### config.mk
export PLATFORM = sky130hd
export DESIGN_NAME = tws_slave
export DESIGN_NICKNAME = d
export VERILOG_FILES = /design/src/hdl/tws_pkg.sv /design/src/hdl/tws_stream_if.sv /design/src/hdl/tws_sync.sv /design/src/hdl/tws_fifo.sv /design/src/hdl/tws_slave.sv
export VERILOG_INCLUDE_DIRS = /design/src /design/src/hdl
export SDC_FILE = /design/constraint.sdc
export NUM_CORES = 1
export LEC_CHECK = 0
export BUFFER_PORTS_ARGS = -buffer_cell sky130_fd_sc_hd__buf_2
export CORE_UTILIZATION = 50
export CTS_CLUSTER_SIZE = 12
export DETAILED_ROUTE_END_ITERATION = 10
export PLACE_DENSITY = 0.77
export SETUP_SLACK_MARGIN = 0.3
export SYNTH_ARGS = -nofsm -noshare
export SYNTH_HDL_FRONTEND = slang
export SYNTH_SLANG_ARGS = --single-unit
### constraint.sdc
create_clock -name core_clk -period 2.22 [get_ports core_clk]
set_clock_uncertainty 0.2 [all_clocks]
set_input_delay 0.333 -clock core_clk [delete_from_list [all_inputs] [get_ports core_clk]]
set_output_delay 0.333 -clock core_clk [all_outputs]
set_load 0.02 [all_outputs]
### src/hdl/tws_defines.svh
/*
  shared constants of the two-wire memory slave front end.
  assumes inclusion by bare name from every design file that needs it.
*/
`ifndef TWS_DEFINES_SVH
`define TWS_DEFINES_SVH

`define TWS_TYPE_NIBBLE   4'h0a
`define TWS_BITS_PER_WORD 4'h8
`define TWS_SYNC_STAGES   2
`define TWS_FIFO_DEPTH    8
`define TWS_WORD_W        8
`define TWS_CLK_HZ        10000000
`define TWS_WR_TIME_MS    5
`define TWS_MS_PER_S      1000
`define TWS_RW_BIT        0
`define TWS_MSB           7

`endif

### src/hdl/tws_pkg.sv
/*
  types of the two-wire memory slave front end.
  assumes nothing beyond a SystemVerilog compiler.
*/
package tws_pkg;

  typedef enum logic [2:0] {
    CAP_1K  = 3'h0,
    CAP_2K  = 3'h1,
    CAP_4K  = 3'h2,
    CAP_8K  = 3'h3,
    CAP_16K = 3'h4
  } tws_cap_e;

  typedef enum logic [6:0] {
    ST_IDLE  = 7'h01,
    ST_ADDR  = 7'h02,
    ST_RX    = 7'h04,
    ST_ACK   = 7'h08,
    ST_TX    = 7'h10,
    ST_TXACK = 7'h20,
    ST_WRITE = 7'h40
  } tws_state_e;

endpackage

### src/hdl/tws_stream_if.sv
/*
  valid/ready word stream between the front end and its fifo.
  assumes source and sink share one clock.
*/
`timescale 1ns/1ns
interface tws_stream_if #(parameter int W = 8);
  logic         valid;
  logic         ready;
  logic [W-1:0] data;
  modport src (output valid, output data, input ready);
  modport snk (input valid, input data, output ready);
endinterface

### src/hdl/tws_sync.sv
/*
  two-flop synchroniser for a group of asynchronous levels.
  assumes each bit is an independent level; no word coherence.
*/
`timescale 1ns/1ns
module tws_sync #(
  parameter int W = 5
) (
  input  wire logic         core_clk,
  input  wire logic         nrst,
  input  wire logic [W-1:0] d,
  output logic      [W-1:0] q
);
  logic [W-1:0] meta_r;

  // meta_r feeds only the second stage
  always_ff @(posedge core_clk or negedge nrst) begin
    if (!nrst) begin
      meta_r <= '1;
      q      <= '1;
    end else begin
      meta_r <= d;
      q      <= meta_r;
    end
  end
endmodule // tws_sync

### src/hdl/tws_fifo.sv
/*
  small fifo with a registered output stage.
  assumes the sink may stall at will; in.ready falls when storage is full.
*/
`timescale 1ns/1ns
module tws_fifo #(
  parameter int W     = 8,
  parameter int DEPTH = 8
) (
  input  wire logic core_clk,
  input  wire logic nrst,
  tws_stream_if.snk in_s,
  tws_stream_if.src out_s
);
  localparam int PW = (DEPTH > 1) ? $clog2(DEPTH) : 1;
  localparam int CW = $clog2(DEPTH + 1);

  logic [W-1:0]  mem_r [DEPTH];
  logic [PW-1:0] wr_ptr_r;
  logic [PW-1:0] rd_ptr_r;
  logic [CW-1:0] count_r;
  logic [W-1:0]  out_data_r;
  logic          out_valid_r;
  logic          push;
  logic          pop;

  assign in_s.ready  = (count_r != CW'(DEPTH));
  assign push        = in_s.valid && in_s.ready;
  assign pop         = (count_r != '0) && (!out_valid_r || out_s.ready);
  assign out_s.valid = out_valid_r;
  assign out_s.data  = out_data_r;

  function automatic logic [PW-1:0] ptr_inc(input logic [PW-1:0] p);
    return (p == PW'(DEPTH - 1)) ? '0 : p + 1'b1;
  endfunction

  always_ff @(posedge core_clk) begin
    if (push) begin
      mem_r[wr_ptr_r] <= in_s.data;
    end
  end

  always_ff @(posedge core_clk or negedge nrst) begin
    if (!nrst) begin
      wr_ptr_r <= '0;
      rd_ptr_r <= '0;
      count_r  <= '0;
    end else begin
      if (push) wr_ptr_r <= ptr_inc(wr_ptr_r);
      if (pop) rd_ptr_r <= ptr_inc(rd_ptr_r);
      count_r <= count_r + CW'(push) - CW'(pop);
    end
  end

  // read data leaves through a register so the sink sees no memory path
  always_ff @(posedge core_clk or negedge nrst) begin
    if (!nrst) begin
      out_valid_r <= 1'b0;
      out_data_r  <= '0;
    end else if (pop) begin
      out_valid_r <= 1'b1;
      out_data_r  <= mem_r[rd_ptr_r];
    end else if (out_s.ready) begin
      out_valid_r <= 1'b0;
    end
  end
endmodule // tws_fifo

### src/hdl/tws_slave.sv
/*
  two-wire memory slave front end: start/stop detection, word shifting with
  ninth-clock acknowledge, device address compare, page bits, standby and
  the self-timed write window. assumes scl/sda and select pins are async
  and the outside resolves the open-drain wire from sda_oe_n.
*/
// Behaviour
// - data may change only while clock low
// - sda fall with scl high: start, except during internal write
// - sda rise with scl high: stop, ends transaction
// - stop after read enters standby
// - words move as eight bits, one per clock
// - drive acknowledge low on ninth clock
// - standby at power-up and after stop; code waits for the write window to end after a write
// - internal write finishes within five milliseconds
// - top nibble must match fixed type pattern
// - small capacities compare three select pins
// - 4K compares two pins, one page bit
// - 8K compares one pin, two page bits
// - 16K compares none, three page bits
// - page bits become word address high bits
// - eighth address bit high reads, low writes
// - match acknowledges; mismatch returns to standby
// - ignore bus during internal write
// - polling acknowledged only after write finishes
`timescale 1ns/1ns
`include "tws_defines.svh"
module tws_slave #(
  parameter tws_pkg::tws_cap_e CAPACITY   = tws_pkg::CAP_2K,
  parameter int                WR_CYCLES  = `TWS_WR_TIME_MS * (`TWS_CLK_HZ / `TWS_MS_PER_S),
  parameter int                FIFO_DEPTH = `TWS_FIFO_DEPTH
) (
  input  wire logic       core_clk,
  input  wire logic       nrst,
  input  wire logic       scl,
  input  wire logic       sda_in,
  output logic            sda_out,
  output logic            sda_oe_n,
  input  wire logic       chip_select_pin_high,
  input  wire logic       chip_select_pin_mid,
  input  wire logic       chip_select_pin_low,
  output logic [7:0]      rx_data,
  output logic            rx_valid,
  input  wire logic       rx_ready,
  input  wire logic [7:0] tx_byte,
  output logic            tx_load,
  output logic            read_op,
  output logic [2:0]      page_bits,
  output logic            standby,
  output logic            write_busy,
  output logic            start_seen,
  output logic            stop_seen
);
  localparam int WR_W = $clog2(WR_CYCLES + 1);

  tws_pkg::tws_state_e state_r;
  logic [4:0]          sync_q;
  logic                scl_s;
  logic                sda_s;
  logic [2:0]          pins_s;
  logic                scl_d_r;
  logic                sda_d_r;
  logic [3:0]          bit_cnt_r;
  logic [7:0]          shift_r;
  logic [7:0]          tx_shift_r;
  logic                is_addr_r;
  logic                wrote_r;
  logic                mack_r;
  logic [WR_W-1:0]     wr_cnt_r;
  logic                sda_oe_n_r;
  logic                sda_out_r;
  logic                rw_r;
  logic [2:0]          page_r;
  logic                standby_r;
  logic                busy_r;
  logic                tx_load_r;
  logic                start_r;
  logic                stop_r;
  logic                push_r;
  logic [7:0]          push_data_r;
  logic                scl_rise;
  logic                scl_fall;
  logic                start_evt;
  logic                stop_evt;
  logic                byte_done;
  logic                match;
  logic                wr_done;

  tws_stream_if #(.W(`TWS_WORD_W)) fin_if ();
  tws_stream_if #(.W(`TWS_WORD_W)) fout_if ();

  tws_sync #(.W(5)) u_sync (
    .core_clk (core_clk),
    .nrst     (nrst),
    .d        ({scl, sda_in, chip_select_pin_high, chip_select_pin_mid, chip_select_pin_low}),
    .q        (sync_q)
  );

  assign scl_s  = sync_q[4];
  assign sda_s  = sync_q[3];
  assign pins_s = sync_q[2:0];

  tws_fifo #(.W(`TWS_WORD_W), .DEPTH(FIFO_DEPTH)) u_fifo (
    .core_clk (core_clk),
    .nrst     (nrst),
    .in_s     (fin_if.snk),
    .out_s    (fout_if.src)
  );

  assign fin_if.valid  = push_r;
  assign fin_if.data   = push_data_r;
  assign fout_if.ready = rx_ready;
  assign rx_valid      = fout_if.valid;
  assign rx_data       = fout_if.data;

  // address compare per capacity; unused select pins are ignored
  function automatic logic addr_match(input logic [7:0] w, input logic [2:0] p);
    logic ok;
    ok = (w[7:4] == `TWS_TYPE_NIBBLE);
    case (CAPACITY)
      tws_pkg::CAP_4K:  ok = ok && (w[3:2] == p[2:1]);
      tws_pkg::CAP_8K:  ok = ok && (w[3] == p[2]);
      tws_pkg::CAP_16K: ok = ok;
      default:          ok = ok && (w[3:1] == p);
    endcase
    return ok;
  endfunction

  // select positions not compared carry high word-address bits
  function automatic logic [2:0] page_of(input logic [7:0] w);
    logic [2:0] pg;
    case (CAPACITY)
      tws_pkg::CAP_4K:  pg = {2'h0, w[1]};
      tws_pkg::CAP_8K:  pg = {1'h0, w[2:1]};
      tws_pkg::CAP_16K: pg = w[3:1];
      default:          pg = 3'h0;
    endcase
    return pg;
  endfunction

  always_ff @(posedge core_clk or negedge nrst) begin
    if (!nrst) begin
      scl_d_r <= 1'b1;
      sda_d_r <= 1'b1;
    end else begin
      scl_d_r <= scl_s;
      sda_d_r <= sda_s;
    end
  end

  // sda moving while scl stays high is framing, never data
  assign scl_rise  = scl_s && !scl_d_r;
  assign scl_fall  = !scl_s && scl_d_r;
  assign start_evt = !busy_r && scl_s && scl_d_r && sda_d_r && !sda_s;
  assign stop_evt  = !busy_r && scl_s && scl_d_r && !sda_d_r && sda_s;
  assign byte_done = (bit_cnt_r == `TWS_BITS_PER_WORD);
  assign match     = addr_match(shift_r, pins_s);
  assign wr_done   = busy_r && (wr_cnt_r == WR_W'(WR_CYCLES - 1));

  always_ff @(posedge core_clk or negedge nrst) begin
    if (!nrst) begin
      state_r <= tws_pkg::ST_IDLE;
    end else if (start_evt) begin
      state_r <= tws_pkg::ST_ADDR;
    end else if (stop_evt) begin
      state_r <= wrote_r ? tws_pkg::ST_WRITE : tws_pkg::ST_IDLE;
    end else begin
      case (state_r)
        tws_pkg::ST_ADDR: begin
          if (scl_fall && byte_done) begin
            state_r <= match ? tws_pkg::ST_ACK : tws_pkg::ST_IDLE;
          end
        end
        tws_pkg::ST_RX: begin
          // a full fifo refuses the word by withholding acknowledge
          if (scl_fall && byte_done) begin
            state_r <= fin_if.ready ? tws_pkg::ST_ACK : tws_pkg::ST_IDLE;
          end
        end
        tws_pkg::ST_ACK: begin
          if (scl_fall) begin
            state_r <= (is_addr_r && rw_r) ? tws_pkg::ST_TX : tws_pkg::ST_RX;
          end
        end
        tws_pkg::ST_TX: begin
          if (scl_fall && byte_done) state_r <= tws_pkg::ST_TXACK;
        end
        tws_pkg::ST_TXACK: begin
          if (scl_fall) state_r <= mack_r ? tws_pkg::ST_TX : tws_pkg::ST_IDLE;
        end
        tws_pkg::ST_WRITE: begin
          if (wr_done) state_r <= tws_pkg::ST_IDLE;
        end
        default: state_r <= tws_pkg::ST_IDLE;
      endcase
    end
  end

  always_ff @(posedge core_clk or negedge nrst) begin
    if (!nrst) begin
      bit_cnt_r <= 4'h0;
      shift_r   <= 8'h00;
    end else if (start_evt) begin
      bit_cnt_r <= 4'h0;
    end else if (scl_rise && (state_r == tws_pkg::ST_ADDR || state_r == tws_pkg::ST_RX)) begin
      bit_cnt_r <= bit_cnt_r + 4'h1;
      shift_r   <= {shift_r[6:0], sda_s};
    end else if (scl_rise && state_r == tws_pkg::ST_TX) begin
      bit_cnt_r <= bit_cnt_r + 4'h1;
    end else if (scl_fall && (state_r == tws_pkg::ST_ACK || state_r == tws_pkg::ST_TXACK)) begin
      bit_cnt_r <= 4'h0;
    end
  end

  always_ff @(posedge core_clk or negedge nrst) begin
    if (!nrst) begin
      is_addr_r <= 1'b0;
      rw_r      <= 1'b0;
      page_r    <= 3'h0;
    end else if (start_evt) begin
      is_addr_r <= 1'b1;
    end else if (scl_fall && byte_done && state_r == tws_pkg::ST_ADDR) begin
      rw_r   <= shift_r[`TWS_RW_BIT];
      page_r <= page_of(shift_r);
    end else if (scl_fall && state_r == tws_pkg::ST_ACK) begin
      is_addr_r <= 1'b0;
    end
  end

  // a word address alone with a stop also arms the write window
  always_ff @(posedge core_clk or negedge nrst) begin
    if (!nrst) begin
      wrote_r <= 1'b0;
    end else if (start_evt || stop_evt) begin
      wrote_r <= 1'b0;
    end else if (scl_fall && byte_done && state_r == tws_pkg::ST_RX && fin_if.ready) begin
      wrote_r <= 1'b1;
    end
  end

  always_ff @(posedge core_clk or negedge nrst) begin
    if (!nrst) begin
      push_r      <= 1'b0;
      push_data_r <= 8'h00;
    end else begin
      push_r <= scl_fall && byte_done && state_r == tws_pkg::ST_RX && fin_if.ready;
      if (scl_fall && byte_done && state_r == tws_pkg::ST_RX) push_data_r <= shift_r;
    end
  end

  always_ff @(posedge core_clk or negedge nrst) begin
    if (!nrst) begin
      mack_r <= 1'b0;
    end else if (scl_rise && state_r == tws_pkg::ST_TXACK) begin
      mack_r <= !sda_s;
    end
  end

  // outgoing bits change on scl fall only, so they never look like framing
  always_ff @(posedge core_clk or negedge nrst) begin
    if (!nrst) begin
      tx_shift_r <= 8'h00;
      tx_load_r  <= 1'b0;
    end else begin
      tx_load_r <= 1'b0;
      if (scl_fall && ((state_r == tws_pkg::ST_ACK && is_addr_r && rw_r) ||
                       (state_r == tws_pkg::ST_TXACK && mack_r))) begin
        tx_shift_r <= tx_byte;
        tx_load_r  <= 1'b1;
      end else if (scl_fall && state_r == tws_pkg::ST_TX) begin
        tx_shift_r <= {tx_shift_r[6:0], 1'b0};
      end
    end
  end

  always_ff @(posedge core_clk or negedge nrst) begin
    if (!nrst) begin
      sda_oe_n_r <= 1'b1;
    end else if (start_evt || stop_evt || busy_r) begin
      sda_oe_n_r <= 1'b1;
    end else if (scl_fall) begin
      case (state_r)
        tws_pkg::ST_ADDR:  if (byte_done) sda_oe_n_r <= !match;
        tws_pkg::ST_RX:    if (byte_done) sda_oe_n_r <= !fin_if.ready;
        tws_pkg::ST_ACK:   sda_oe_n_r <= (is_addr_r && rw_r) ? tx_byte[`TWS_MSB] : 1'b1;
        tws_pkg::ST_TX:    sda_oe_n_r <= byte_done ? 1'b1 : tx_shift_r[6];
        tws_pkg::ST_TXACK: sda_oe_n_r <= mack_r ? tx_byte[`TWS_MSB] : 1'b1;
        default:           sda_oe_n_r <= 1'b1;
      endcase
    end
  end

  // the pad value is fixed low; only the enable moves
  always_ff @(posedge core_clk or negedge nrst) begin
    if (!nrst) begin
      sda_out_r <= 1'b0;
    end else begin
      sda_out_r <= 1'b0;
    end
  end

  always_ff @(posedge core_clk or negedge nrst) begin
    if (!nrst) begin
      busy_r   <= 1'b0;
      wr_cnt_r <= '0;
    end else if (stop_evt && wrote_r) begin
      busy_r   <= 1'b1;
      wr_cnt_r <= '0;
    end else if (wr_done) begin
      busy_r <= 1'b0;
    end else if (busy_r) begin
      wr_cnt_r <= wr_cnt_r + 1'b1;
    end
  end

  always_ff @(posedge core_clk or negedge nrst) begin
    if (!nrst) begin
      standby_r <= 1'b1;
    end else if (start_evt) begin
      standby_r <= 1'b0;
    end else if ((stop_evt && !wrote_r) || wr_done) begin
      standby_r <= 1'b1;
    end else if (scl_fall && byte_done && state_r == tws_pkg::ST_ADDR && !match) begin
      standby_r <= 1'b1;
    end
  end

  always_ff @(posedge core_clk or negedge nrst) begin
    if (!nrst) begin
      start_r <= 1'b0;
      stop_r  <= 1'b0;
    end else begin
      start_r <= start_evt;
      stop_r  <= stop_evt;
    end
  end

  assign sda_out    = sda_out_r;
  assign sda_oe_n   = sda_oe_n_r;
  assign tx_load    = tx_load_r;
  assign read_op    = rw_r;
  assign page_bits  = page_r;
  assign standby    = standby_r;
  assign write_busy = busy_r;
  assign start_seen = start_r;
  assign stop_seen  = stop_r;
endmodule // tws_slave

Word-level counts from Yosys, hierarchy flattened
Memory sizes are Yosys's and may differ from the RTL's. A register that Yosys moved wholly into a read port is not among the register bits.
Index checks and enable logic that the tools add are counted.
- register bits after elaboration: 84
- latch bits: 0
- memory bits (writable): 64
- memory bits (read-only): 0
- input bits: 16
- word-level logic and storage cells: 167
- memories: 1
- memories (memory ; words ; bits a word ; read ports ; clocked after Yosys merged registers in ; wr ports ; RTL line ; RTL):
    u_fifo.mem_r ; 8 ; 8 ; 1 ; 1 ; 1 ; tws_fifo.sv:18 ; logic [W-1:0] mem_r [DEPTH];
- add/subtract/negate cells: 6
- $mul: 0
- divide/modulo/power cells: 0
- magnitude comparators: 0
- equality and inequality tests: 23
- shift-type cells: 0
- muxes and demuxes: 48
- bitwise logic cells: 1
- reductions and logical operators: 63
- operators with widths (kind ; count):
    2-to-1 mux 7 bit ; 11
    2-to-1 mux 16 bit ; 3
    case mux 7 bit (6 select lines) ; 1
    logical AND 1 bit ; 30
    inequality test 4 bit, second input constant ; 7
    2-to-1 mux 4 bit ; 6
    2-to-1 mux 1 bit ; 22
    adder 16 x 1 -> 16 bit, second input constant ; 1
    == test 16 bit, second input constant ; 1
    nonzero test 2 bit ; 7
    logical NOT 1 bit ; 10
    2-to-1 mux 5 bit ; 2
    == test 4 bit, second input constant ; 2
    AND reduction 2 bit ; 4
    nonzero test 4 bit ; 2
    == test 7 x 2 -> 1 bit, second input constant ; 1
    == test 7 x 3 -> 1 bit, second input constant ; 1
    == test 7 x 4 -> 1 bit, second input constant ; 1
    == test 7 x 5 -> 1 bit, second input constant ; 1
    == test 7 x 6 -> 1 bit, second input constant ; 1
    == test 7 bit, second input constant ; 1
    logical OR 1 bit ; 7
    adder 3 x 1 -> 3 bit, second input constant ; 2
    == test 3 bit, second input constant ; 2
    14 further kinds ; 15

Logic depth before layout (Yosys ltp)
- depth in word-level cells: 9
- mapped depth: 10
- gate-level depth less buffers: 9

By module
From an unflattened synthesis, not the netlist that was laid out.
- cells, all modules: 509
- area, all modules: 6859.1 µm²
- modules (own cells, without submodules) (module ; instances ; cells each ; area an instance (µm²) ; sequential area each (µm²)):
    tws_fifo ; 1 ; 210 ; 3543.4 ; 2397.3
    tws_slave ; 1 ; 289 ; 3052.9 ; 1582.8
    tws_sync ; 1 ; 10 ; 262.8 ; 262.8

Worst setup path before layout
Ideal clock, no wire load.
- path type: reg2reg
- start point: register state_r[1]
- end point: register push_data_r[0] (netlist: fin_if.data[0])
- library setup time: 125 ps
- data arrival time: 2097 ps
- data required time: 1895 ps
- setup slack: -202 ps
- stages on the path, launching flop included: 7
- path buffers: 2
- period minus slack after synthesis: 2422 ps
- path through: dfrtp_1 or3_4 or4b_4 buf_6 or2_1 buf_6 mux2_4
- cells in the longest elaborated chain, start to end: 2
- RTL lines (what ; RTL line ; RTL):
    from (decl) ; tws_slave.sv:56 ; tws_pkg::tws_state_e state_r;
    from (signal assigned) ; tws_slave.sv:162 ; state_r <= tws_pkg::ST_IDLE;
    from (signal assigned) ; tws_slave.sv:164 ; state_r <= tws_pkg::ST_ADDR;
    from (signal assigned) ; tws_slave.sv:166 ; state_r <= wrote_r ? tws_pkg::ST_WRITE : tws_pkg::ST_IDLE;
    == test 7 x 3 -> 1 bit ; tws_slave.sv:247 ; if (scl_fall && byte_done && state_r == tws_pkg::ST_RX) push_data_r <= shift_r;
    logical AND 1 bit ; tws_slave.sv:247 ;
    to (signal assigned) ; tws_slave.sv:247 ;
    to (decl) ; tws_slave.sv:80 ; logic [7:0] push_data_r;
No other way between the ends.
A chain may end at the register's enable or synchronous reset.

Final worst setup path
- start point: register state_r[1]
- end point: register push_data_r[7] (netlist: fin_if.data[7])
The elaborated chain is that of the path after synthesis.

==> impl_metrics.toml <==
[worst_setup_path]
cp_cell_sequence = "or3_4 > or4b_4 > or2_4 > buf_12 > mux2_4"
crit_family = "simple AND/OR/NAND/NOR gates"
cp_max_fo = 9
slowest_stage = "or4b_4"
slowest_delay_ps = 540
r2r-end = "fin_if.data[7]"
required_ps = 2330
path_buf_inv = 1
start_kind = "register"
regToRegSetupSlack_ps = -120
regToRegStartpoint = "state_r[1]"
end_kind = "register"
worstSetupPathType = "reg2reg"
cp.depth = 5
cp.arrival_ps = 2450
r2r_cells = 5

[detailed_routing]
vias = 4448
ant_nets = 0
drt_iter0_drc = 385
wl_per_cell_um = 18.6
wl_um = 14600
firstDrtPassIters = 4
route.detailed.drc = 0
viasPerCell = 5.67

[synthesis]
yosysWarnings = 0
synth_adder_area_share_pct = 2.73
syn_avg_cell_area_um2 = 13.9
synth-edff-count = 64
synthesis.area_um2 = 6700
synthCells = 481
netlist-cell-type-count = 62
synth_mux_area_share_pct = 10.9
synth_top_flop_cell = "dfrtp_1"
yosys_register_bits = 156
async_flop_share_pct = 59.0
synth_top_family_by_area = "simple AND/OR/NAND/NOR gates"
synth_compound_area_share_pct = 6.59
ys_seq_area_share_pct = 63.3
synth_xor_area_share_pct = 1.96
synth-simple-area-share_pct = 12.0

[run]
maxCapViolCount = 0

[finish]
utilization_pct = 68.6
drive_above_1_share_pct = 42.4
fin_nets = 630
n_antenna_cell = 0
areaGrowthSynthToFinish_pct = 31.4

[sta]
relSlewSlack_pct = 66.1
max_freq_ghz = 0.428
fin_crit_ps = 2340
worst_slack_ps = -117
worstMarginPinSlew_ps = 508
setup_viol = 34
final_hold_viol_count = 0
slew_violations = 0
rsz0062_at_grt = "true"
post-route-period-util_pct = 105

[worst_hold_path]
worst_hold_path.num_cells = 3
hp-start = "rx_ready"
hp-class = "in2reg"
holdPathEnd = "u_fifo.out_s.valid"

[floorplan]
die_x_um = 118
die_h_um = 118
core_um2 = 12800
pin_count = 36
dieArea_um2 = 13900
start_util_pct = 52.2
rows = 41

[clock_tree]
cts_root_buf = "clkbuf_16"
cts_made_buffers = 17
htreeDepth = 4
clock_path_buffers = 2
clkTransAtPathRegs_ps = 60
numClockSinks = 156
clk_latency_ps = 430
cts_tree = "done"

[placed_design]
place.gp.congestion = 0.916
hpwl_um = 9020
numPortBuffers = 31

[pwr]
p_total_mw = 7.30
ir_worst_vdd_mv = 0.723
power_density_nw_per_um2 = 829
power.leakage_nw = 3.45

[grt]
first_global_vias = 4628
antenna_found_initial = 0
grt-busiest-layer = "met2"
met1_usage_pct = 26.3
use_met3_pct = 4.51
track_usage_pct = 21.9
grt_pass1_wl_um = 23300
met2_usage_pct = 37.7
overflow = 0
grt_start_max_net_pins = 64

[run_status]
status = "complete, but fails checks"
violations = "negative setup slack"
## where the power goes
part           internal (mW)  leakage [nW]  switching, mW
Combinational          0.668          1.60          0.623
Sequential              3.10          1.57          0.107
Clock                   1.60         0.283           1.21
Total                   5.36          3.45           1.94
## worst max path at each step
| stage | startpoint | end |
|---|---|---|
| finish | state_r[1] | fin_if.data[7] |
| global placement | wr_cnt_r[5] | wr_cnt_r[10] |
| floorplan | state_r[1] | fin_if.data[0] |
| global route | wr_cnt_r[7] | wr_cnt_r[10] |
| CTS | state_r[1] | sda_oe_n |
| detailed placement | wr_cnt_r[5] | wr_cnt_r[10] |
## layout make-up
cell class,instances,area [um^2]
clock buffers,18,439
clock inverters,14,135
fillers,836,4020
inverters,16,62.6
multi-input cells,295,2770
flip-flops and latches,156,4250
well taps,172,215
repair buffers,114,932
## cell families (layout without fill, tap and decap cells)
group                    Yosys count  count (layout)
flip-flops                       156             156
AND/OR/NAND/NOR                  148             149
AO/OA/AOI/OAI                     66              66
multiplexers                      47              47
buffers and inverters             34             162
XOR/XNOR                          15              15
adder cells (fa/ha/maj)           14              14
other                              1               4
## stage by stage
step | worst slack, ps | std cells | hold WS, ps | cell area, um^2 | TNS [ps]
2_1_floorplan | -150 | 484 | -163 | 6890 | -2150
3_3_place_gp | -72.0 | 712 | 84.3 | 7520 | -783
3_5_place_dp | -128 | 712 | 96.6 | 7520 | -1920
4_1_cts | -109 | 770 | 32.2 | 8490 | -1880
5_1_grt | -176 | 785 | 52.1 | 8800 | -3490
6_report | -117 | 785 | 53.0 | 8800 | -2080
## worst min-delay path, delay by kind of cell
family                 cells  cell delay, ps
buffers and inverters      1             100
AND/OR/NAND/NOR            2             200
## cell usage after synthesis, types with 3 or more instances
library cell	instances	area share, %
and4_1	3	0.39
or3_1	4	0.37
o21ai_0	15	1.1
dfrtp_1	77	29
buf_6	3	0.50
a21oi_1	16	1.2
nor4_1	6	0.56
and2_1	4	0.37
nand2b_1	5	0.47
clkbuf_1	8	0.45
a21o_1	3	0.34
ha_1	13	2.4
buf_4	4	0.45
and3_1	5	0.47
mux4_2	16	5.4
nand3b_1	5	0.56
o211ai_1	4	0.45
mux2_4	8	1.8
mux2_2	14	2.4
xor2_1	13	1.7
inv_1	16	0.90
a22oi_1	6	0.67
o22ai_1	3	0.28
nor2b_1	6	0.56
edfxtp_1	64	29
nor3_1	8	0.60
nand3_1	14	1.0
nand4_1	10	0.93
dfstp_2	15	5.9
mux2i_1	9	1.3
nand2_1	32	1.8
nor2_1	31	1.7
## state kept, by name, indices dropped and copies added, names as in the netlist, 3 cells and up
name / flops
bit_cnt_r: 4
fin_if.data: 8
shift_r: 8
state_r: 7
tx_shift_r: 7
u_fifo.count_r: 4
u_fifo.mem_r: 64
u_fifo.out_s.data: 8
u_fifo.rd_ptr_r: 3
u_fifo.wr_ptr_r: 3
u_sync.meta_r: 5
u_sync.q: 5
wr_cnt_r: 16
## placed cells by master, fill, tap and decap left out, types with 15 or more instances in the layout
cell type | Yosys | routed
mux4_2 | 16 | 16
dfrtp_1 | 77 | 75
clkbuf_16 | 0 | 17
buf_4 | 4 | 51
buf_2 | 2 | 30
edfxtp_1 | 64 | 64
dfstp_2 | 15 | 15
nor2_1 | 31 | 25
mux2_4 | 8 | 16
nand2_1 | 32 | 27
buf_6 | 3 | 15
## metal layers
layer | vias up | part of all wire [%] | wire length [um]
met5 | - | 0 | 0
met4 | 0 | 3.1 | 447
met3 | 38 | 3.2 | 465
met2 | 112 | 53 | 7720
met1 | 2264 | 41 | 6000
li1 | 2034 | - | -
## repair_timing
item | in CTS | in global routing
setup buffers | 11 | 15
endpoints found under the setup margin | 101 | 101
hold buffers | 13 | 0
gates cloned | 2 | 0
gates resized for setup | 33 | 53
endpoints found under the hold margin | 41 | 0
pin swaps | 15 | 36
Note: power is estimated with default switching activity, not from simulation.
